### src/shared/bst_pkg.sv
// package: constants, types and state record of the boundary-scan tap unit
package bst_pkg;

    // ==========================================================
    // instruction codes
    localparam logic [4:0] BST_IR_EXTEST = 5'h00;
    localparam logic [4:0] BST_IR_SAMPLE = 5'h01;
    localparam logic [4:0] BST_IR_IDCODE = 5'h02;
    localparam logic [4:0] BST_IR_HIGHZ = 5'h03;
    localparam logic [4:0] BST_IR_BYPASS = 5'h1f;
    localparam logic [4:0] BST_IR_CAPTURE = 5'h01;

    // ==========================================================
    // chain and id layout
    localparam int BST_CHAIN_LEN = 281;
    localparam int BST_ID_VER_LSB = 28;
    localparam int BST_ID_PART_LSB = 12;
    localparam int BST_ID_MAKER_LSB = 1;

    // ==========================================================
    // register map (byte addresses) and fields
    localparam logic [3:0] BST_ADDR_CTRL = 4'h0;
    localparam logic [3:0] BST_ADDR_STATUS = 4'h4;
    localparam logic [3:0] BST_ADDR_IDCODE = 4'h8;
    localparam int BST_CTRL_SOFT_RST = 0;
    localparam logic [1:0] BST_CTRL_RESET = 2'h0;
    localparam int BST_ST_STATE_LSB = 0;
    localparam int BST_ST_IR_LSB = 4;
    localparam int BST_ST_TEST_MODE = 9;

    typedef enum logic [3:0] {
        BST_TLR, BST_RTI, BST_SEL_DR, BST_CAP_DR, BST_SH_DR, BST_EX1_DR, BST_PAU_DR,
        BST_EX2_DR, BST_UPD_DR, BST_SEL_IR, BST_CAP_IR, BST_SH_IR, BST_EX1_IR,
        BST_PAU_IR, BST_EX2_IR, BST_UPD_IR
    } bst_tap_state_t;

    // avalon slave request bundle
    typedef struct packed {
        logic [3:0] address;
        logic read;
        logic write;
        logic [31:0] writedata;
    } bst_av_req_t;

    // whole module state
    typedef struct packed {
        logic [4:0] sync_m;
        logic [4:0] sync_s;
        logic tck_d;
        bst_tap_state_t tap;
        logic [4:0] ir_sh;
        logic [4:0] ir;
        logic [BST_CHAIN_LEN-1:0] chain_sh;
        logic [BST_CHAIN_LEN-1:0] chain_out;
        logic [31:0] id_sh;
        logic byp;
        logic tdo;
        logic tdo_oe;
        logic test_mode;
        logic [1:0] ctrl;
        logic ack;
        logic [31:0] rdata;
    } bst_state_t;

endpackage

### src/hdl/bst_tap.sv
// boundary-scan tap controller with instruction, id, bypass and scan chain
//
// Implementation choices: the address map and the Avalon-MM register port.
`timescale 1ns/1ps
// ==========================================================
module bst_tap #(
    parameter logic [3:0] ID_VERSION = 4'h1, // arbitrary value
    parameter logic [15:0] ID_PART = 16'h1234, // arbitrary value
    parameter logic [10:0] ID_MAKER = 11'h055, // arbitrary value
    parameter logic [bst_pkg::BST_CHAIN_LEN-1:0] ENABLE_MASK = '0 // 1 marks an enable cell
) (
    input wire logic clock, // 125 MHz system clock
    input wire logic sys_rst, // synchronous reset, high
    input wire logic [3:0] avs_address, // byte address
    input wire logic avs_read, // read request
    input wire logic avs_write, // write request
    input wire logic [31:0] avs_writedata, // write data
    output logic [31:0] avs_readdata, // read data
    output logic avs_waitrequest, // stall
    input wire logic tck, // test clock pin
    input wire logic tms, // test mode select pin
    input wire logic tdi, // test data in pin
    input wire logic trst_n, // test reset pin, low
    output logic tdo_o, // test data out value
    output logic tdo_oe, // test data out enable
    input wire logic cpu_reset, // processor reset pin, high
    input wire logic [bst_pkg::BST_CHAIN_LEN-1:0] pin_all, // state of every pin
    input wire logic [bst_pkg::BST_CHAIN_LEN-1:0] pin_inputs, // pins, bidis as inputs
    output logic [bst_pkg::BST_CHAIN_LEN-1:0] scan_value, // chain output register
    output logic [bst_pkg::BST_CHAIN_LEN-1:0] scan_drive, // per pin: drive from chain
    output logic pins_float, // float all outputs
    output logic test_mode // core held in test operation
);
    import bst_pkg::*;

    bst_state_t st;
    bst_state_t next_st;
    bst_av_req_t req;
    logic tck_s;
    logic tms_s;
    logic tdi_s;
    logic trst_s;
    logic cpu_rst_s;
    logic rise;
    logic fall;
    logic tap_rst;
    logic sel_chain;
    logic sel_id;
    logic [31:0] id_word;

    // ==========================================================
    // decode
    assign req = '{avs_address, avs_read, avs_write, avs_writedata};
    assign {cpu_rst_s, trst_s, tdi_s, tms_s, tck_s} = st.sync_s;
    assign rise = tck_s & ~st.tck_d;
    assign fall = ~tck_s & st.tck_d;
    assign tap_rst = cpu_rst_s | ~trst_s | st.ctrl[BST_CTRL_SOFT_RST];
    assign sel_chain = (st.ir == BST_IR_EXTEST) || (st.ir == BST_IR_SAMPLE);
    assign sel_id = (st.ir == BST_IR_IDCODE);
    assign id_word = {ID_VERSION, ID_PART, ID_MAKER, 1'b1};

    // ==========================================================
    // next state
    always_comb begin
        next_st = st;
        next_st.sync_m = {cpu_reset, trst_n, tdi, tms, tck};
        next_st.sync_s = st.sync_m;
        next_st.tck_d = tck_s;
        if (rise) begin
            unique case (st.tap)
                BST_TLR: next_st.tap = tms_s ? BST_TLR : BST_RTI;
                BST_RTI: next_st.tap = tms_s ? BST_SEL_DR : BST_RTI;
                BST_SEL_DR: next_st.tap = tms_s ? BST_SEL_IR : BST_CAP_DR;
                BST_CAP_DR: next_st.tap = tms_s ? BST_EX1_DR : BST_SH_DR;
                BST_SH_DR: next_st.tap = tms_s ? BST_EX1_DR : BST_SH_DR;
                BST_EX1_DR: next_st.tap = tms_s ? BST_UPD_DR : BST_PAU_DR;
                BST_PAU_DR: next_st.tap = tms_s ? BST_EX2_DR : BST_PAU_DR;
                BST_EX2_DR: next_st.tap = tms_s ? BST_UPD_DR : BST_SH_DR;
                BST_UPD_DR: next_st.tap = tms_s ? BST_SEL_DR : BST_RTI;
                BST_SEL_IR: next_st.tap = tms_s ? BST_TLR : BST_CAP_IR;
                BST_CAP_IR: next_st.tap = tms_s ? BST_EX1_IR : BST_SH_IR;
                BST_SH_IR: next_st.tap = tms_s ? BST_EX1_IR : BST_SH_IR;
                BST_EX1_IR: next_st.tap = tms_s ? BST_UPD_IR : BST_PAU_IR;
                BST_PAU_IR: next_st.tap = tms_s ? BST_EX2_IR : BST_PAU_IR;
                BST_EX2_IR: next_st.tap = tms_s ? BST_UPD_IR : BST_SH_IR;
                BST_UPD_IR: next_st.tap = tms_s ? BST_SEL_DR : BST_RTI;
            endcase
            unique case (st.tap)
                BST_CAP_IR: next_st.ir_sh = BST_IR_CAPTURE;
                BST_SH_IR: next_st.ir_sh = {tdi_s, st.ir_sh[4:1]};
                BST_CAP_DR: begin
                    next_st.byp = 1'b0;
                    next_st.id_sh = id_word;
                    if (st.ir == BST_IR_EXTEST) begin
                        next_st.chain_sh = pin_inputs;
                    end else if (st.ir == BST_IR_SAMPLE) begin
                        next_st.chain_sh = pin_all;
                    end
                end
                BST_SH_DR: begin
                    if (sel_chain) begin
                        next_st.chain_sh = {tdi_s, st.chain_sh[BST_CHAIN_LEN-1:1]};
                    end else if (sel_id) begin
                        next_st.id_sh = {tdi_s, st.id_sh[31:1]};
                    end else begin
                        next_st.byp = tdi_s;
                    end
                end
                default: ;
            endcase
        end
        // cpu reset clears first, so an extest update in the same cycle still sets
        if (cpu_rst_s) begin
            next_st.test_mode = 1'b0;
        end
        if (fall) begin
            next_st.tdo_oe = (st.tap == BST_SH_DR) || (st.tap == BST_SH_IR);
            if (st.tap == BST_SH_IR) begin
                next_st.tdo = st.ir_sh[0];
            end else if (sel_chain) begin
                next_st.tdo = st.chain_sh[0];
            end else if (sel_id) begin
                next_st.tdo = st.id_sh[0];
            end else begin
                next_st.tdo = st.byp;
            end
            if (st.tap == BST_UPD_IR) begin
                next_st.ir = st.ir_sh;
                if (st.ir_sh == BST_IR_EXTEST) begin
                    next_st.test_mode = 1'b1;
                end
            end
            if (st.tap == BST_UPD_DR && sel_chain) begin
                next_st.chain_out = st.chain_sh;
            end
        end
        if (tap_rst) begin
            next_st.tap = BST_TLR;
        end
        if (next_st.tap == BST_TLR) begin
            next_st.ir = BST_IR_IDCODE;
        end
        // register bus: one wait cycle, then answer
        next_st.ack = (req.read | req.write) & ~st.ack;
        next_st.rdata = '0;
        if (req.read & ~st.ack) begin
            unique case (req.address)
                BST_ADDR_CTRL: next_st.rdata = {30'h0, st.ctrl};
                BST_ADDR_STATUS: begin
                    next_st.rdata[BST_ST_STATE_LSB +: 4] = st.tap;
                    next_st.rdata[BST_ST_IR_LSB +: 5] = st.ir;
                    next_st.rdata[BST_ST_TEST_MODE] = st.test_mode;
                end
                BST_ADDR_IDCODE: next_st.rdata = id_word;
                default: next_st.rdata = '0;
            endcase
        end
        if (req.write & st.ack && req.address == BST_ADDR_CTRL) begin
            next_st.ctrl = req.writedata[1:0];
        end
        if (sys_rst) begin
            next_st = '0;
            next_st.sync_m = 5'h0c;
            next_st.sync_s = 5'h0c;
            next_st.tap = BST_TLR;
            next_st.ir = BST_IR_IDCODE;
            next_st.ctrl = BST_CTRL_RESET;
        end
    end

    always_ff @(posedge clock) begin
        st <= next_st;
    end

    // ==========================================================
    // pin drive: enable cell i controls pin cell i-1
    assign scan_value = st.chain_out;
    genvar gi;
    generate
        for (gi = 0; gi < BST_CHAIN_LEN; gi++) begin : g_drive
            // reserved bit 0 and the top cell have no pin below an enable
            if (gi == 0 || gi == BST_CHAIN_LEN - 1) begin : g_end
                assign scan_drive[gi] = 1'b0;
            end else if (ENABLE_MASK[gi + 1] && !ENABLE_MASK[gi]) begin : g_en
                assign scan_drive[gi] = (st.ir == BST_IR_EXTEST) & st.chain_out[gi + 1];
            end else begin : g_no
                assign scan_drive[gi] = 1'b0;
            end
        end
    endgenerate
    assign pins_float = (st.ir == BST_IR_HIGHZ);
    assign test_mode = st.test_mode;
    assign tdo_o = st.tdo;
    assign tdo_oe = st.tdo_oe;
    assign avs_readdata = st.rdata;
    assign avs_waitrequest = (avs_read | avs_write) & ~st.ack;

endmodule // bst_tap

### config.mk
export PLATFORM = sky130hd
export DESIGN_NAME = bst_tap
export DESIGN_NICKNAME = d
export VERILOG_FILES = /design/src/shared/bst_pkg.sv /design/src/hdl/bst_tap.sv
export SDC_FILE = /design/constraint.sdc
export NUM_CORES = 2
export LEC_CHECK = 0
export ABC_AREA = 1
export ABC_CLOCK_PERIOD_IN_PS = 1640
export BUFFER_PORTS_ARGS = -buffer_cell sky130_fd_sc_hd__buf_2
export CAP_MARGIN = 15
export CORE_AREA = 2 2 474 476
export DETAILED_ROUTE_END_ITERATION = 8
export DIE_AREA = 0 0 476 478
export GPL_ROUTABILITY_DRIVEN = 0
export GPL_TIMING_DRIVEN = 0
export PLACE_DENSITY = 0.38
export SLEW_MARGIN = 20
export SYNTH_ARGS = -nofsm -noshare
export SYNTH_HDL_FRONTEND = slang
export SYNTH_SLANG_ARGS = --single-unit
### constraint.sdc
create_clock -name clock -period 1.64 [get_ports clock]
set_clock_uncertainty 0.05 [all_clocks]
set_input_delay 0 -clock clock [delete_from_list [all_inputs] [get_ports clock]]
set_output_delay 0 -clock clock [all_outputs]
set_load 0.03 [all_outputs]
==> impl_metrics.ini <==
[status]
status = finished with violations
violations = negative setup slack

[cts]
cts_sinks = 637
cts.path.max_buffers = 3
numCtsBuffers = 84
cts_tree = done
htreeDepth = 3
clkLatencyLatePin_ns = 0.71
path_clk_slew_ns = 0.06
cts_root_buffer = clkbuf_16

[timing]
setup_violations = 606
rsz0062_at_grt = true
hold_viol_final = 0
timing.fmax_mhz = 444
worst_slack_ns = -0.612
worst_slew_pin_slew_ns = 0.954
timing.final.crit_share = 1.37
relSlewSlack = 0.364
period_minus_slack_ns = 2.25
hold_slack_ns = 0.129
finalMaxSlewViolations = 0

[floorplan]
rows = 174
die_w_um = 476
dieHeight_um = 478
start_util = 0.143
fp.coreArea_sq_mm = 0.223
num_io_pins = 1206
die_area_sq_mm = 0.228

[route]
routedWlPerCell_um = 19.5
wl_um = 179000
routed_via_density = 3.81
vias = 35000
drc_errors = 0
drt-initial-drc-count = 1907
drtAntennaViolNets = 0
drtPass1Iterations = 6

[cells_and_area]
utilization = 0.242
fin_area_sq_mm = 0.0540
fill_cells = 24500
register_area_sq_mm = 0.0128
layout-drive-gt1-share = 0.382
layout_common_cells = buf_2 (900), buf_4 (660), dfxtp_1 (627)
final_common_cell = buf_2
multi_input_area_sq_mm = 0.0144
areaGrowthSynthToFinish_pct = 69.3
nNetsFinal = 6726

[global_route]
grt_pass1_wl_um = 244000
grt.overflow.total = 0
track_usage = 0.149
first_global_vias = 35000
grt_start_max_net_pins = 13
antenna_found_initial = 22

[power]
p_comb_frac = 0.121
switchingPower_mw = 10.2
irDropWorstVdd_v = 0.000652
p_int_mw = 28.8
switching_share = 0.261
powerDensity_mw_per_mm2 = 721
power_frac_seq = 0.398
power_frac_clock = 0.481
p_leak_nw = 25.2

[place]
placed_area_sq_mm = 0.0414
io_buffers = 878
pre_cts_ws_ns = -1.50
dp_hpwl_um = 135000

[synth]
yosys.cell_types.count = 28
synthesis.area_sq_mm = 0.0319
synth-seq-cells = 637
syn_inst = 4132
ys_seq_area_frac = 0.400
avgSynthCellArea_sq_um = 7.72
synth_warnings = 0

[worst_setup_path]
worstSetupEndpointType = flop
crit_fanout = 5
start_kind = flop
crit_type = reg2reg
critical_path_arrival_ns = 2.75
cp_data_required_time_ns = 2.14

[flow_run]
maxCapViolCount = 0

[worst_hold_path]
hold_path.class = in2reg
-- state kept, by name, indices dropped and copies added (netlist names) --
name / flops
st: 341
scan_value: 281
avs_readdata: 11
cpu_rst_s: 1
tdo_o: 1
tdo_oe: 1
test_mode: 1
-- worst max-delay path: stages (launching register included) --
cell      delay, ns
dfxtp_2        0.33
nor2_4         0.14
nand3_4        0.11
nor2_4         0.17
inv_2          0.07
buf_12         0.14
buf_16         0.15
buf_16         0.16
o211ai_1       0.60
a31oi_1        0.17
-- logic make-up after synthesis --
| family | count (synthesis) | synth area share |
|---|---|---|
| simple gates | 1319 | 0.181 |
| flops | 637 | 0.400 |
| buf+inv | 978 | 0.198 |
| compound gates | 1197 | 0.221 |
| other cells | 1 | 0.000117 |
-- routing by layer --
metal,vias up,global-route usage,routed length (um),share of wire
met1,16300,0.176,75400,0.42
met5,-,0,13,0.000072
met4,2,0.0576,6490,0.036
met3,225,0.0337,11600,0.065
li1,17100,-,-,-
met2,1253,0.258,86000,0.48
-- cells in the mapped netlist --
cell type  number  area, sq um
nor2_1        615         2310
dfxtp_1       637        12800
buf_2          69          345
o22ai_1         1         6.26
inv_1          52          195
or2_2         284         1780
nor3_4          1         16.3
a211oi_1        3         22.5
nor3_1         14         70.1
nand2_1       374         1400
clkbuf_1      187          702
nand3_2         1         10.0
a31oi_1       285         1780
conb_1          1         3.75
o211ai_1      283         2120
buf_4         642         4820
nand2_2         3         18.8
o21ai_1        99          495
nand4_1         1         6.26
nor3_2          1         10.0
buf_6          22          248
inv_2           6         22.5
o21ai_0       494         2470
nor4_1          2         12.5
nor2_4          2         22.5
nand3_1        17         85.1
nor2_2          4         25.0
a21oi_1        32          160
-- area by class of cell --
| class | instances | area share |
|---|---|---|
| Tap cell | 2992 | 0.0693 |
| Sequential cell | 637 | 0.236 |
| Buffer | 916 | 0.137 |
| Clock inverter | 26 | 0.00593 |
| Inverter | 58 | 0.00412 |
| Timing Repair Buffer | 1609 | 0.235 |
| Multi-Input combinational cell | 2813 | 0.266 |
| Clock buffer | 123 | 0.0456 |
| Antenna cell | 12 | 0.000556 |
-- worst paths after layout --
path | from | to | slack, ns | cells after the start
max reg2reg | st[635] | st[545] | -0.61 | 9
min | pin_inputs[235] | st[587] | 0.13 | 4
max | st[635] | st[545] | -0.61 | 9
min reg2reg | st[653] | st[648] | 0.35 | 2
-- power groups by stage --
stage | logic [mW] | registers (mW) | clock network (mW)
2_1_floorplan | 2.18 | 15.8 | 0
3_3_place_gp | 3.49 | 15.8 | 0
6_report | 4.71 | 15.5 | 18.8
3_5_place_dp | 3.52 | 15.8 | 0
5_1_grt | 5.00 | 15.5 | 20.0
4_1_cts | 4.66 | 15.5 | 19.5
-- per-stage QoR --
step           total power, mW  instances  TNS [ns]
2_1_floorplan             18.0       4428         0
3_3_place_gp              19.3       8298   -902.15
3_5_place_dp              19.4       8306   -582.00
4_1_cts                   39.6       9147   -245.77
5_1_grt                   40.5       9179   -302.41
6_report                  39.0       9186   -233.21
-- what timing repair did --
action	4_1_cts	5_1_grt
setup buffers	75	21
pin swaps	68	45
endpoints found under the setup margin	623	632
resized for setup	419	190
gates cloned	32	13
hold endpoints to repair	315	3
hold buffers	588	1
No activity file was read; power rests on OpenSTA's default activity.
